$ cat src/spd_pkg.sv
// Purpose: constants for the supply protection and diagnostic core
// Assumes: 50 MHz system clock
// Notes: timing counts derive from times in their own units
`default_nettype none
package spd_pkg;
    localparam int CLK_HZ = 50_000_000;
    localparam int T_ON_MS = 90;
    localparam int T_OFF_MS = 900;
    localparam int T_SINK_MS = 10;
    localparam int T_ON_CYC = T_ON_MS * (CLK_HZ / 1000);
    localparam int T_OFF_CYC = T_OFF_MS * (CLK_HZ / 1000);
    localparam int T_SINK_CYC = T_SINK_MS * (CLK_HZ / 1000);
    localparam int CNT_W = 26;
    // control word layout
    localparam int VSEL_LSB = 0;
    localparam int VSEL_W = 3;
    localparam int COMP_BIT = 3;
    localparam int CTRL_W = 4;
    localparam logic [CTRL_W-1:0] CTRL_RESET = 4'h0;
    // status word layout
    localparam int ST_OVERLOAD = 0;
    localparam int ST_OVERTEMP = 1;
    localparam int ST_OUT_LOW = 2;
    localparam int ST_PULLDOWN = 3;
    localparam int ST_PNG = 4;
    localparam int STATUS_W = 5;
    typedef enum logic [2:0] {
        SPD_NORMAL = 3'b001,
        SPD_ON_WIN = 3'b010,
        SPD_OFF_WIN = 3'b100
    } spd_prot_type;
endpackage
`default_nettype wire

$ cat src/spd_core.sv
// Purpose: control register and latched diagnostics with overload cycling
// Assumes: analog comparators arrive asynchronous; host bus decoded outside
// Notes: register access is a write strobe and a read strobe, same clock
// Notes on behaviour
// - five diagnostic flags are readable as status and are low normally.
// - overload, overtemp and power-not-good latch until cause gone and read.
// - a three-bit control field picks the output voltage.
// - output-low flag is high while output enabled and level below limits.
// - pull-down overcurrent longer than the sink timeout sets its flag.
// - during undervoltage lockout writes are ignored and control is zero.
// - the host interface logic resets itself at power-on.
// - above the release threshold writes are accepted again.
// - input supply below the low power threshold sets power-not-good.
// - one control bit picks compensation, zero electrolytic, one ceramic.
// - on overload output stays on for the on time, then off for off time.
// - after off the output runs another on time, repeating if overloaded.
// - a clean on time returns to normal; the flag clears on a later read.
// - overtemperature disables converter and regulator and sets its flag.
// - overtemperature recovery is automatic; flag clears on a later read.
`timescale 1ns/10ps
`default_nettype none
module spd_core
    import spd_pkg::*;
(
    input wire logic clk,
    input wire logic sys_rst,
    input wire logic clk_en,
    input wire logic ctrl_wr,
    input wire logic [CTRL_W-1:0] ctrl_wdata,
    input wire logic status_rd,
    input wire logic overload_in,
    input wire logic overtemp_in,
    input wire logic undervoltage_lockout,
    input wire logic out_below_in,
    input wire logic sink_overcur_in,
    input wire logic low_power_threshold,
    output logic [VSEL_W-1:0] vsel,
    output logic comp_ceramic,
    output logic power_enable,
    output logic [STATUS_W-1:0] status,
    output logic overload_flag,
    output logic overtemp_flag,
    output logic output_low_flag,
    output logic pulldown_overcurrent_flag,
    output logic power_not_good_flag
);
    // ----------------------------------------------------------------
    // input synchronisers
    // ----------------------------------------------------------------
    logic [5:0] raw_in, sync1, sync2;
    assign raw_in = {low_power_threshold, sink_overcur_in, out_below_in,
                     undervoltage_lockout, overtemp_in, overload_in};
    always_ff @(posedge clk) begin
        if (sys_rst) begin
            sync1 <= 6'h00;
            sync2 <= 6'h00;
        end else if (clk_en) begin
            sync1 <= raw_in;
            sync2 <= sync1;
        end
    end
    wire logic ovl_s = sync2[0];
    wire logic otp_s = sync2[1];
    wire logic undervoltage_lockout_s = sync2[2];
    wire logic low_s = sync2[3];
    wire logic sink_s = sync2[4];
    wire logic png_s = sync2[5];

    // ----------------------------------------------------------------
    // control register
    // ----------------------------------------------------------------
    // sys_rst stands for the power-on reset of the interface
    logic [CTRL_W-1:0] ctrl;
    wire logic wr_ok = ctrl_wr && !undervoltage_lockout_s;
    always_ff @(posedge clk) begin
        if (sys_rst) begin
            ctrl <= CTRL_RESET;
        end else if (clk_en) begin
            if (undervoltage_lockout_s) begin
                ctrl <= CTRL_RESET;
            end else if (wr_ok) begin
                ctrl <= ctrl_wdata;
            end
        end
    end

    // ----------------------------------------------------------------
    // overload on/off sequencer
    // ----------------------------------------------------------------
    spd_prot_type state, next_state;
    logic [CNT_W-1:0] cnt, next_cnt;
    logic seen_ovl, next_seen;
    wire logic on_done = (cnt == CNT_W'(T_ON_CYC - 1));
    wire logic off_done = (cnt == CNT_W'(T_OFF_CYC - 1));
    wire logic enter_off = (state == SPD_ON_WIN) && on_done
                           && (seen_ovl || ovl_s);
    always_comb begin
        next_state = state;
        next_cnt = cnt + CNT_W'(1);
        next_seen = seen_ovl | ovl_s;
        case (state)
            SPD_NORMAL: begin
                next_cnt = '0;
                next_seen = 1'b0;
                if (ovl_s) begin
                    next_state = SPD_ON_WIN;
                    next_seen = 1'b1;
                end
            end
            SPD_ON_WIN: begin
                if (on_done) begin
                    next_cnt = '0;
                    next_seen = 1'b0;
                    if (seen_ovl || ovl_s)
                        next_state = SPD_OFF_WIN;
                    else
                        next_state = SPD_NORMAL;
                end
            end
            SPD_OFF_WIN: begin
                next_seen = 1'b0;
                if (off_done) begin
                    next_cnt = '0;
                    next_state = SPD_ON_WIN;
                end
            end
            default: begin
                next_state = SPD_NORMAL;
                next_cnt = '0;
                next_seen = 1'b0;
            end
        endcase
    end
    always_ff @(posedge clk) begin
        if (sys_rst) begin
            state <= SPD_NORMAL;
            cnt <= '0;
            seen_ovl <= 1'b0;
        end else if (clk_en) begin
            state <= next_state;
            cnt <= next_cnt;
            seen_ovl <= next_seen;
        end
    end

    // ----------------------------------------------------------------
    // sink timeout
    // ----------------------------------------------------------------
    logic [CNT_W-1:0] sink_cnt;
    wire logic sink_expired = (sink_cnt == CNT_W'(T_SINK_CYC));
    always_ff @(posedge clk) begin
        if (sys_rst) begin
            sink_cnt <= '0;
        end else if (clk_en) begin
            if (!sink_s)
                sink_cnt <= '0;
            else if (!sink_expired)
                sink_cnt <= sink_cnt + CNT_W'(1);
        end
    end

    // ----------------------------------------------------------------
    // flags and outputs
    // ----------------------------------------------------------------
    // latched flags: the cause holding or arriving wins over a read
    wire logic next_ovl_f = enter_off
                            | (overload_flag & ~status_rd)
                            | (overload_flag & (state != SPD_NORMAL));
    wire logic next_otp_f = otp_s | (overtemp_flag & ~status_rd);
    wire logic next_png_f = png_s | (power_not_good_flag & ~status_rd);
    wire logic pwr_ok = ctrl != CTRL_RESET;
    wire logic next_pwr = pwr_ok && !otp_s && !undervoltage_lockout_s
                          && (next_state != SPD_OFF_WIN);
    always_ff @(posedge clk) begin
        if (sys_rst) begin
            overload_flag <= 1'b0;
            overtemp_flag <= 1'b0;
            power_not_good_flag <= 1'b0;
            output_low_flag <= 1'b0;
            pulldown_overcurrent_flag <= 1'b0;
            vsel <= '0;
            comp_ceramic <= 1'b0;
            power_enable <= 1'b0;
            status <= '0;
        end else if (clk_en) begin
            overload_flag <= next_ovl_f;
            overtemp_flag <= next_otp_f;
            power_not_good_flag <= next_png_f;
            output_low_flag <= power_enable & low_s;
            pulldown_overcurrent_flag <= sink_expired;
            vsel <= ctrl[VSEL_LSB +: VSEL_W];
            comp_ceramic <= ctrl[COMP_BIT];
            power_enable <= next_pwr;
            status <= {next_png_f, sink_expired, power_enable & low_s,
                       next_otp_f, next_ovl_f};
        end
    end

    // ----------------------------------------------------------------
    // checks
    // ----------------------------------------------------------------
    a_undervoltage_lockout_ctrl_zero: assert property (
        @(posedge clk) disable iff (sys_rst)
        clk_en && undervoltage_lockout_s |=> ctrl == CTRL_RESET)
        else $error("control not cleared under lockout");
    a_otp_power_off: assert property (
        @(posedge clk) disable iff (sys_rst)
        clk_en && otp_s |=> !power_enable)
        else $error("power left on in overtemperature");
    a_otp_flag_set: assert property (
        @(posedge clk) disable iff (sys_rst)
        clk_en && otp_s |=> overtemp_flag)
        else $error("overtemp flag not set");
    a_otp_flag_hold: assert property (
        @(posedge clk) disable iff (sys_rst)
        clk_en && overtemp_flag && !status_rd |=> overtemp_flag)
        else $error("overtemp flag dropped without read");
    a_png_flag_set: assert property (
        @(posedge clk) disable iff (sys_rst)
        clk_en && png_s |=> power_not_good_flag)
        else $error("power not good flag missing");
    a_off_no_power: assert property (
        @(posedge clk) disable iff (sys_rst)
        state == SPD_OFF_WIN |-> !power_enable)
        else $error("output on during off interval");
    a_off_sets_flag: assert property (
        @(posedge clk) disable iff (sys_rst)
        clk_en && enter_off |=> overload_flag && state == SPD_OFF_WIN)
        else $error("off interval without overload flag");
    a_off_to_on: assert property (
        @(posedge clk) disable iff (sys_rst)
        clk_en && state == SPD_OFF_WIN && off_done |=> state == SPD_ON_WIN)
        else $error("off interval did not return to on");
    a_ctrl_write: assert property (
        @(posedge clk) disable iff (sys_rst)
        clk_en && wr_ok |=> ctrl == $past(ctrl_wdata))
        else $error("control write lost");
    a_vsel_follow: assert property (
        @(posedge clk) disable iff (sys_rst)
        clk_en |=> vsel == $past(ctrl[VSEL_LSB +: VSEL_W]))
        else $error("voltage select does not follow control");
    c_overload_cycle: cover property (@(posedge clk) enter_off);
    c_overload_clear: cover property (@(posedge clk)
        state == SPD_ON_WIN && on_done && !seen_ovl && !ovl_s);
    c_sink_timeout: cover property (@(posedge clk) sink_expired);
    c_flag_read: cover property (@(posedge clk)
        overtemp_flag && status_rd && !otp_s);
endmodule // spd_core
`default_nettype wire

$ cat config.mk
export PLATFORM = sky130hd
export DESIGN_NAME = spd_core
export DESIGN_NICKNAME = d
export VERILOG_FILES = /design/src/spd_pkg.sv /design/src/spd_core.sv
export SDC_FILE = /design/constraint.sdc
export NUM_CORES = 1
export LEC_CHECK = 0
export ABC_AREA = 1
export BUFFER_PORTS_ARGS = -buffer_cell sky130_fd_sc_hd__buf_4
export CAP_MARGIN = 40
export CORE_MARGIN = 4
export CORE_UTILIZATION = 45
export CTS_BUF_LIST = sky130_fd_sc_hd__clkbuf_16
export CTS_CLUSTER_DIAMETER = 50
export DETAILED_ROUTE_END_ITERATION = 10
export PLACE_DENSITY_LB_ADDON = 0.12
export SYNTH_ARGS = -nofsm -noshare
export SYNTH_HDL_FRONTEND = slang
export SYNTH_SLANG_ARGS = --single-unit
$ cat constraint.sdc
create_clock -name clk -period 4 [get_ports clk]
set_clock_uncertainty 0.1 [all_clocks]
set_input_delay 0.6 -clock clk [delete_from_list [all_inputs] [get_ports clk]]
set_output_delay 0.6 -clock clk [all_outputs]
set_load 0.005 [all_outputs]
==> Implementation_results.wiki, run 1 <==
{| class="wikitable"
! Metric !! Value
|-
| Count of mapped cells out of synthesis || between 700 and 800
|-
| Critical-path top delay cell || sky130_fd_sc_hd__dfxtp_1
|-
| Die height || 110 µm
|-
| Number of remaining DRC errors || 0
|-
| I/O pin count || 30
|-
| GRT Util Overall || 0.204
|-
| Synthesized net count || roughly 760
|-
| CTS tree || built
|-
| Number of buffers added by the clock tree synthesis step || 9
|-
| Total half-perimeter wirelength after legalization and detailed placement || 8200 µm
|-
| Worst vdd rail ir drop || 0.211 mV
|-
| Synthesis-stage register bit count || between 80 and 90
|-
| Die outline area || 12000 µm²
|-
| Mean instance size in the synthesized netlist || 6.23 µm²
|-
| Number of endpoints with negative hold slack in the final report || 0
|-
| Slowest Stage Delay on Critical Path || 690 ps
|-
| Post-Synthesis Cell Area || around 4600 µm²
|-
| Number of sinks handled by clock tree synthesis || 82
|-
| Req. time, crit path || 4110 ps
|-
| Count of input and output buffers || 29
|-
| Status || completed
|-
| Post-route setup slack || 1760 ps
|-
| Total Routed Length || 11600 µm
|-
| Largest net degree at the start of global routing || 56
|-
| Number of buffer and inverter instances along the worst setup path || 1
|-
| Non-Filler Instances || 895
|-
| Number of max-slew violations in the final report || 0
|-
| Top delay family on crit path || flip-flops
|-
| Later-pin clock latency in the skew report || 340 ps
|-
| # hold bufs at CTS || 0
|-
| Hold depth || 2
|-
| Buffers inserted by post-CTS timing repair || 0
|-
| Number of warnings issued by yosys || 0
|-
| Vias in the first global route || 4377
|-
| Reg2reg path depth || 5
|-
| Overall die width || 110 µm
|-
| Most numerous cell on the critical path || sky130_fd_sc_hd__nor2_1
|-
| Setup repair after global routing missed its margin || false
|-
| Areal power density over the cells || 340 nW/µm²
|-
| Count of endpoints failing setup in the final report || 0
|-
| Core footprint || between 9000 and 10000 µm²
|-
| Fmax || 446 MHz
|-
| Final period utilization || 0.560
|-
| Average wire length per cell after detail routing || roughly 13 µm
|-
| Worst setup timing slack at the placement stage || roughly 1600 ps
|-
| Initial DRT Pass Iterations || 5
|-
| Number of placed instances with taps included || 879
|-
| Worst EP arrival || 2350 ps
|-
| Sequential area share after synthesis || 0.354
|-
| Critical-path cell list || inv_1 > o21ai_4 > nor2_1 > nor2_1 > nor2_1
|-
| Commonest cells after routing, fill and taps aside || sky130_fd_sc_hd__nand2_1, sky130_fd_sc_hd__nor2_1, sky130_fd_sc_hd__dfxtp_1
|-
| Initial core utilization || 0.468
|-
| Layout-stage area growth over the synthesis result || 11.2%
|-
| Class of the tightest hold or removal check || reg2reg
|-
| Critical Path Source || sync2[4]$_SDFFE_PP0P_
|-
| Maximum fanout along the worst path || 24
|-
| Total gr overflow || 0
|-
| Antenna diode count || 0
|-
| DR iter-0 viols || approximately 270
|-
| Vias after detailed routing || 4553
|-
| Count of nets left with antenna violations after detail routing || 0
|-
| Worst Min Path Start || sync2[5]$_SDFFE_PP0P_
|-
| H-Tree Depth || 3
|-
| Leakage || 1.87 nW
|-
| Layout cells sized above 1 || 0.0853
|-
| Standard-cell row count || 36
|-
| Crit path kind || reg2reg
|-
| First-pass GRT wire length || 19800 µm
|-
| Setup TNS || 0 ps
|-
| Minimum clock period after layout || about 2200 ps
|-
| Worst hold slack || 365 ps
|-
| Most common cell after layout, fill and taps aside || sky130_fd_sc_hd__nand2_1
|-
| Slew of the pin with the lowest slew margin || 655 ps
|-
| Final weighted congestion of routability-driven global placement || approximately 0.94
|-
| Clock-pin slew on the worst setup and hold paths || 70 ps
|-
| Library cells used by synthesis || 29
|-
| Number of vias per cell || 5.09
|-
| Kind of start point of the critical path || register
|-
| Final #Nets || 775
|-
| Largest buffer count on any clock path || 2
|-
| Number of antenna violations at the first check in global routing || 0
|-
| Post-cts sizing count || 0
|-
| Startpoint of the most critical register-to-register path || sync2[4]$_SDFFE_PP0P_
|-
| Crit. End Element || register
|-
| Number of max-capacitance violations reported || 0
|-
| Rel. slew slack || 0.562
|-
| Root Buffer || sky130_fd_sc_hd__clkbuf_16
|-
| CP Depth || 5
|}
==> worst paths after layout <==
kind	end	slack, ps
worst max-delay path	sink_cnt[17]$_SDFFE_PP0P_	1760
worst min-delay path	status[4]$_SDFFE_PP0P_	360
worst max register to register	sink_cnt[17]$_SDFFE_PP0P_	1760
worst min register to register	status[4]$_SDFFE_PP0P_	360
==> sequential cells by signal, indices dropped and copies added (netlist names) <==
register	cells
status	5
state	3
ctrl	4
sink_cnt	26
cnt	26
comp_ceramic	1
sync1	6
power_enable	1
seen_ovl	1
sync2	6
vsel	3
==> logic make-up after synthesis <==
family / synth area share
flops: 0.354
buf+inv: 0.0855
fa+ha+maj: 0.00810
xor+xnor: 0.0491
simple gates: 0.418
compound gates: 0.0850
==> final cells by class <==
class / count / area [µm²]
timing repair buffer: 30 / 225
tap: 133 / 166
fill: 1055 / 4750
sequential: 82 / 1640
multi-input combinational: 570 / 2600
clock inverter: 7 / 57.6
clock buffer: 9 / 225
inverter: 64 / 240
==> worst reg2reg max path, stage by stage (launching register included) <==
cell and delay (ps):
sky130_fd_sc_hd__dfxtp_1 690, sky130_fd_sc_hd__inv_1 410, sky130_fd_sc_hd__o21ai_4 650, sky130_fd_sc_hd__nor2_1 120, sky130_fd_sc_hd__nor2_1 110, sky130_fd_sc_hd__nor2_1 40
==> per-layer routing <==
layer | up-vias | routed length, µm | track usage
met4 | 0 | 157 | 0.0597
met5 | - | 0 | 0
met1 | 2083 | 5380 | 0.258
met3 | 14 | 357 | 0.0352
li1 | 2384 | - | -
met2 | 72 | 5680 | 0.354
==> where the power goes <==
part	switching [mW]	internal, mW	total [mW]	leakage [nW]
combinational	0.0709	0.0370	0.108	1.07
clock	0.367	0.431	0.797	0.135
sequential	0.0143	0.834	0.848	0.666
==> synthesized netlist by cell type, drive strengths merged <==
cell    number  area share
clkbuf      17       0.014
nand3       54       0.059
nand4       19       0.026
nor3b        2      0.0032
dfxtp       82        0.35
xnor2        3      0.0057
buf         11       0.020
nand2      201        0.17
a21oi       48       0.052
o21bai       1      0.0016
clkinv       2      0.0016
inv         62       0.050
o21ai       24       0.028
nor3        10       0.011
nor2       177        0.15
and3         1      0.0014
ha           3      0.0081
nand3b       2      0.0032
o211ai       2      0.0032
xor2        23       0.043
==> stage by stage <==
| step | total power [mW] | util | area (µm²) |
|---|---|---|---|
| 4_1_cts | 1.77 | 0.520 | 5150 |
| 3_3_place_gp | 0.973 | 0.492 | 4870 |
| 2_1_floorplan | 0.941 | - | 4640 |
| 5_1_grt | 1.83 | 0.520 | 5150 |
| 6_report | 1.75 | 0.520 | 5150 |
| 3_5_place_dp | 0.976 | 0.492 | 4870 |
(Power assumes the default switching activity.)
==> inputs of run 2 (changes only) <==
- clock period: 4 -> 1.9 ns (I/O delays scaled with it)
==> Implementation_results.wiki, run 2 (synthesis gave the netlist of run 1 again) <==
{| class="wikitable"
! Metric !! Value
|-
| Worst Min Path Start || low_power_threshold
|-
| Slowest Stage Delay on Critical Path || 350 ps
|-
| Number of max-slew violations in the final report || 0
|-
| Fmax || approximately 540 MHz
|-
| Final period utilization || 0.968
|-
| Critical-path top delay cell || sky130_fd_sc_hd__dfxtp_2
|-
| Worst setup slack for register-to-register paths || ~61 ps
|-
| Class of the tightest hold or removal check || in2reg
|-
| Switching power of the nets || 0.959 mW
|-
| GRT Util Overall || 0.206
|-
| Req. time, crit path || 2020 ps
|-
| Root Buffer || sky130_fd_sc_hd__clkbuf_16
|-
| Critical-path cell list || ha_4 > nand2_4 > nor2_4 > nand3_2 > nor2_4 > nand2_2 > nand2_4 > nand3_4 > nand2_8 > nor3b_2
|-
| Status || completed
|-
| Number of vias per cell || between 5 and 6
|-
| Post-route setup slack || around 61 ps
|-
| Top delay family on crit path || simple AND/OR/NAND/NOR gates
|-
| Final #Nets || about 800
|-
| Worst setup timing slack at the placement stage || -37.9 ps
|-
| Count of nets left with antenna violations after detail routing || 0
|-
| Minimum clock period after layout || 1840 ps
|-
| Largest registers || cnt x26, sink_cnt x26
|-
| Hold depth || 3
|-
| Core footprint || roughly 9900 µm²
|-
| Most common cell after layout, fill and taps aside || sky130_fd_sc_hd__nand2_1
|-
| First-pass GRT wire length || slightly below 20000 µm
|-
| Setup TNS || 0 ps
|-
| Share of power burned in the clock network || 0.466
|-
| Crit. End Element || register
|-
| Hold Crit Endpoint || sync1[5]$_SDFFE_PP0P_
|-
| Number of antenna violations at the first check in global routing || 0
|-
| Antenna diode count || 0
|-
| Largest net degree at the start of global routing || 55
|-
| Startpoint of the most critical register-to-register path || cnt[1]$_SDFFE_PP0P_
|-
| Commonest cells after routing, fill and taps aside || sky130_fd_sc_hd__nand2_1, sky130_fd_sc_hd__nor2_1, sky130_fd_sc_hd__dfxtp_1
|-
| Count of input and output buffers || 29
|-
| Clock-pin slew on the worst setup and hold paths || 60 ps
|-
| Areal power density over the cells || 704 nW/µm²
|-
| Total half-perimeter wirelength after legalization and detailed placement || between 8000 and 9000 µm
|-
| I/O pin count || 30
|-
| Number of remaining DRC errors || 0
|-
| Rel. slew slack || 0.439
|-
| Count of endpoints failing setup in the final report || 0
|-
| Layout-stage area growth over the synthesis result || 18.1%
|-
| Number of endpoints with negative hold slack in the final report || 0
|-
| Total gr overflow || 0
|-
| # hold bufs at CTS || 0
|-
| Initial core utilization || 0.468
|-
| Power, Total || 3.86 mW
|-
| Vias in the first global route || 4295
|-
| Total Routed Length || around 12000 µm
|-
| Vias after detailed routing || about 4600
|-
| Overall die width || between 100 and 150 µm
|-
| Crit path kind || reg2reg
|-
| Initial DRT Pass Iterations || 5
|-
| Reg-to-Reg End || cnt[15]$_SDFFE_PP0P_
|-
| Kind of start point of the critical path || register
|-
| Layout cells sized above 1 || 0.130
|-
| Leakage || between 2 and 2.5 nW
|-
| Average wire length per cell after detail routing || approximately 13 µm
|-
| Switching Share || 0.249
|-
| Number of buffers added by the clock tree synthesis step || 9
|-
| H-Tree Depth || 3
|-
| Worst vdd rail ir drop || between 0.3 and 0.4 mV
|-
| Later-pin clock latency in the skew report || 340 ps
|-
| Part of the total power dissipated in combinational logic || 0.072
|-
| DR iter-0 viols || 299
|-
| Internal Pwr Total || 2.90 mW
|-
| Setup repair after global routing missed its margin || true
|-
| Slew of the pin with the lowest slew margin || 841 ps
|-
| CTS tree || built
|-
| Standard-cell row count || 36
|-
| Largest buffer count on any clock path || 2
|-
| Die outline area || 12000 µm²
|-
| Number of sinks handled by clock tree synthesis || 82
|-
| Die height || 110 µm
|-
| Reg2reg path depth || 10
|-
| Sequential cell fraction of total power || 0.462
|-
| Number of buffer and inverter instances along the worst setup path || 0
|-
| Maximum fanout along the worst path || 8
|-
| Number of max-capacitance violations reported || 0
|-
| Worst EP arrival || 1960 ps
|-
| Final weighted congestion of routability-driven global placement || 0.973
|}
## run 2: cell types whose count changed in the layout (fill, tap and decap cells not counted), sizes merged
cell,before,now
clkinvlp,2,0
inv,66,65
nand2,201,202
clkinv,3,5
bufinv,0,1
buf,30,51
## run 2: cell type report
class	instances	area, µm²
Fill cell	1018	4430
Multi-Input combinational cell	571	2710
Sequential cell	82	1650
Timing Repair Buffer	51	408
Inverter	64	240
Clock buffer	9	225
Tap cell	133	166
Clock inverter	7	76.3
## run 2: metrics by stage
| step | area (µm²) | std cells | utilization | hold slack (ps) |
|---|---|---|---|---|
| after floorplan | 4640 | 744 | - | 320 |
| after global placement | 5050 | 900 | 0.510 | 353 |
| after detailed placement | 5050 | 900 | 0.510 | 357 |
| after CTS | 5360 | 916 | 0.541 | 54.5 |
| after global routing | 5480 | 917 | 0.553 | 73.4 |
| final | 5480 | 917 | 0.553 | 66.5 |
## run 2: worst register-to-register path: stages (launching register included)
cell,delay (ps)
sky130_fd_sc_hd__dfxtp_2,350
sky130_fd_sc_hd__ha_4,150
sky130_fd_sc_hd__nand2_4,50
sky130_fd_sc_hd__nor2_4,220
sky130_fd_sc_hd__nand3_2,130
sky130_fd_sc_hd__nor2_4,130
sky130_fd_sc_hd__nand2_2,100
sky130_fd_sc_hd__nand2_4,120
sky130_fd_sc_hd__nand3_4,160
sky130_fd_sc_hd__nand2_8,150
sky130_fd_sc_hd__nor3b_2,70
## run 2: worst max-delay path by stage
stage	from	cells past startpoint	to
after global placement	cnt[0]$_SDFFE_PP0P_	10	cnt[1]$_SDFFE_PP0P_
final	cnt[1]$_SDFFE_PP0P_	10	cnt[15]$_SDFFE_PP0P_
after detailed placement	cnt[0]$_SDFFE_PP0P_	10	cnt[18]$_SDFFE_PP0P_
after global routing	cnt[1]$_SDFFE_PP0P_	10	cnt[7]$_SDFFE_PP0P_
after floorplan	cnt[0]$_SDFFE_PP0P_	11	cnt[10]$_SDFFE_PP0P_
after CTS	cnt[0]$_SDFFE_PP0P_	10	cnt[3]$_SDFFE_PP0P_
## run 2: what timing repair did
item,4_1_cts,5_1_grt
setup endpoints to repair,9,42
resized for setup,1,25
pin swaps,0,8
gates cloned,0,1
setup buffers,0,0
## run 2: power by group through the flow
stage | combinational [mW] | clock, mW | sequential [mW]
2_1_floorplan | 0.167 | 0 | 1.82
3_3_place_gp | 0.260 | 0 | 1.82
3_5_place_dp | 0.262 | 0 | 1.82
4_1_cts | 0.263 | 1.83 | 1.78
5_1_grt | 0.309 | 1.91 | 1.78
6_report | 0.277 | 1.80 | 1.78
## run 2: routing by layer
metal,vias up,global-route usage,routed length [µm]
met1,2109,0.264,5520
met5,-,0,0
met3,20,0.0270,406
met2,92,0.349,5920
met4,0,0.0819,223
li1,2428,-,-
==> inputs of run 3 (changes only) <==
- PLACE_DENSITY: not set -> 0.72
- PLACE_DENSITY_LB_ADDON: 0.12 -> not set
==> Implementation_results.wiki, run 3 (synthesis gave the netlist of run 1 again) <==
{| class="wikitable"
! Metric !! Value
|-
| Status || completed
|-
| Count of endpoints failing setup in the final report || 0
|-
| Finished Core Util || 0.553
|-
| Largest registers || cnt x26, sink_cnt x26
|-
| Die height || 110 µm
|-
| Internal Pwr Total || 3.04 mW
|-
| Part of the total power dissipated in combinational logic || 0.069
|-
| Count of input and output buffers || 29
|-
| Number of endpoints with negative hold slack in the final report || 0
|-
| Final #Nets || 798
|-
| Standard-cell row count || 36
|-
| Worst hold slack || 63.7 ps
|-
| Root Buffer || sky130_fd_sc_hd__clkbuf_16
|-
| Largest net degree at the start of global routing || 55
|-
| Number of vias per cell || between 5 and 6
|-
| Number of max-capacitance violations reported || 0
|-
| H-Tree Depth || 3
|-
| Largest buffer count on any clock path || 2
|-
| Sequential cell fraction of total power || 0.443
|-
| Class of the tightest hold or removal check || in2reg
|-
| Number of sinks handled by clock tree synthesis || 82
|-
| Total gr overflow || 0
|-
| Leakage || just over 2 nW
|-
| Number of buffers added by the clock tree synthesis step || 9
|-
| Number of remaining DRC errors || 0
|-
| Final period utilization || 0.964
|-
| Vias in the first global route || 4538
|-
| GRT Util Overall || 0.211
|-
| Maximum fanout along the worst path || 8
|-
| CTS tree || built
|-
| Worst EP arrival || 1960 ps
|-
| Vias after detailed routing || around 4800
|-
| First-pass GRT wire length || 20500 µm
|-
| Antenna diode count || 0
|-
| Rel. slew slack || 0.610
|-
| Average wire length per cell after detail routing || 13.2 µm
|-
| Initial DRT Pass Iterations || 5
|-
| Minimum clock period after layout || 1830 ps
|-
| Overall die width || 110 µm
|-
| # hold bufs at CTS || 0
|-
| Die outline area || 12000 µm²
|-
| Layout-stage area growth over the synthesis result || 18.1%
|-
| Commonest cells after routing, fill and taps aside || sky130_fd_sc_hd__nand2_1, sky130_fd_sc_hd__nor2_1, sky130_fd_sc_hd__dfxtp_1
|-
| Total non-filler cell area in the finished layout || 5480 µm²
|-
| Power, Total || slightly above 4 mW
|-
| Kind of start point of the critical path || register
|-
| Switching Share || 0.245
|-
| Clock-pin slew on the worst setup and hold paths || 70 ps
|-
| Number of antenna violations at the first check in global routing || 0
|-
| Layout cells sized above 1 || 0.131
|-
| Core footprint || 9910 µm²
|-
| Most common cell after layout, fill and taps aside || sky130_fd_sc_hd__nand2_1
|-
| Number of max-slew violations in the final report || 0
|-
| Setup TNS || 0 ps
|-
| Slew of the pin with the lowest slew margin || ~600 ps
|-
| DR iter-0 viols || ~370
|-
| I/O pin count || 30
|-
| Fmax || 546 MHz
|-
| Total Routed Length || 12100 µm
|-
| Final weighted congestion of routability-driven global placement || 0.944
|-
| Later-pin clock latency in the skew report || approximately 340 ps
|-
| Initial core utilization || 0.468
|-
| Areal power density over the cells || between 700 and 800 nW/µm²
|-
| Worst vdd rail ir drop || 0.429 mV
|-
| Count of nets left with antenna violations after detail routing || 0
|-
| Setup repair after global routing missed its margin || true
|-
| Req. time, crit path || 2030 ps
|-
| Share of power burned in the clock network || 0.489
|-
| Crit. End Element || register
|-
| Crit path kind || reg2reg
|-
| Total half-perimeter wirelength after legalization and detailed placement || 8580 µm
|-
| Switching power of the nets || 0.983 mW
|-
| Placement Cell Area || roughly 5100 µm²
|}
==> run 3: cell types whose count changed in the layout (fill, tap and decap cells not counted), sizes merged <==
cell and change:
inv +1, clkinvlp +1, bufinv +1, clkinv -3, buf +1
==> run 3: area by class of cell <==
type / instances / area (µm²)
fill: 989 / 4430
clock buffer: 9 / 225
inverter: 64 / 240
tap: 133 / 166
clock inverter: 7 / 105
timing repair buffer: 52 / 428
sequential: 82 / 1650
multi-input combinational: 571 / 2660
==> run 3: metal layers <==
layer / track usage / part of all wire
met3: 0.0423 / 0.060
met1: 0.267 / 0.44
met2: 0.355 / 0.48
met5: 0 / 0
met4: 0.0801 / 0.025
==> run 3: through the flow <==
| stage | instances | setup WS [ps] |
|---|---|---|
| 3_5_place_dp | 900 | -5.82 |
| 5_1_grt | 918 | -28.1 |
| 3_3_place_gp | 900 | 78.5 |
| 2_1_floorplan | 744 | 191 |
| 4_1_cts | 916 | 16.2 |
| 6_report | 918 | 68.5 |
==> run 3: timing repair <==
action / 4_1_cts / 5_1_grt
gates cloned: 0 / 1
pin swaps: 0 / 5
setup buffers: 0 / 1
hold endpoints to repair: 0 / 0
resized for setup: 1 / 18
setup endpoints to repair: 8 / 34
==> run 3: critical path, stage by stage, from the launching register on <==
cell	delay [ps]
sky130_fd_sc_hd__dfxtp_2	340
sky130_fd_sc_hd__ha_2	190
sky130_fd_sc_hd__nand2_2	70
sky130_fd_sc_hd__nor2_4	210
sky130_fd_sc_hd__nand3_1	110
sky130_fd_sc_hd__nor2_2	130
sky130_fd_sc_hd__nand2_2	110
sky130_fd_sc_hd__nand2_4	120
sky130_fd_sc_hd__nand3_4	140
sky130_fd_sc_hd__nand2_8	140
sky130_fd_sc_hd__nor3_1	60
==> run 3: final timing paths <==
| kind | from | end | slack (ps) | cells after the start |
|---|---|---|---|---|
| max | cnt[1]$_SDFFE_PP0P_ | cnt[17]$_SDFFE_PP0P_ | 70 | 10 |
| max reg2reg | cnt[1]$_SDFFE_PP0P_ | cnt[17]$_SDFFE_PP0P_ | 70 | 10 |
| min reg2reg | seen_ovl$_SDFFE_PP0P_ | seen_ovl$_SDFFE_PP0P_ | 370 | 2 |
| min | overload_in | sync1[0]$_SDFFE_PP0P_ | 60 | 3 |
==> run 3: power by group through the flow <==
stage          registers, mW  logic, mW  clock network [mW]
2_1_floorplan           1.82      0.167                   0
3_3_place_gp            1.82      0.261                   0
3_5_place_dp            1.82      0.265                   0
4_1_cts                 1.78      0.267                1.99
5_1_grt                 1.78      0.310                2.06
6_report                1.78      0.275                1.97
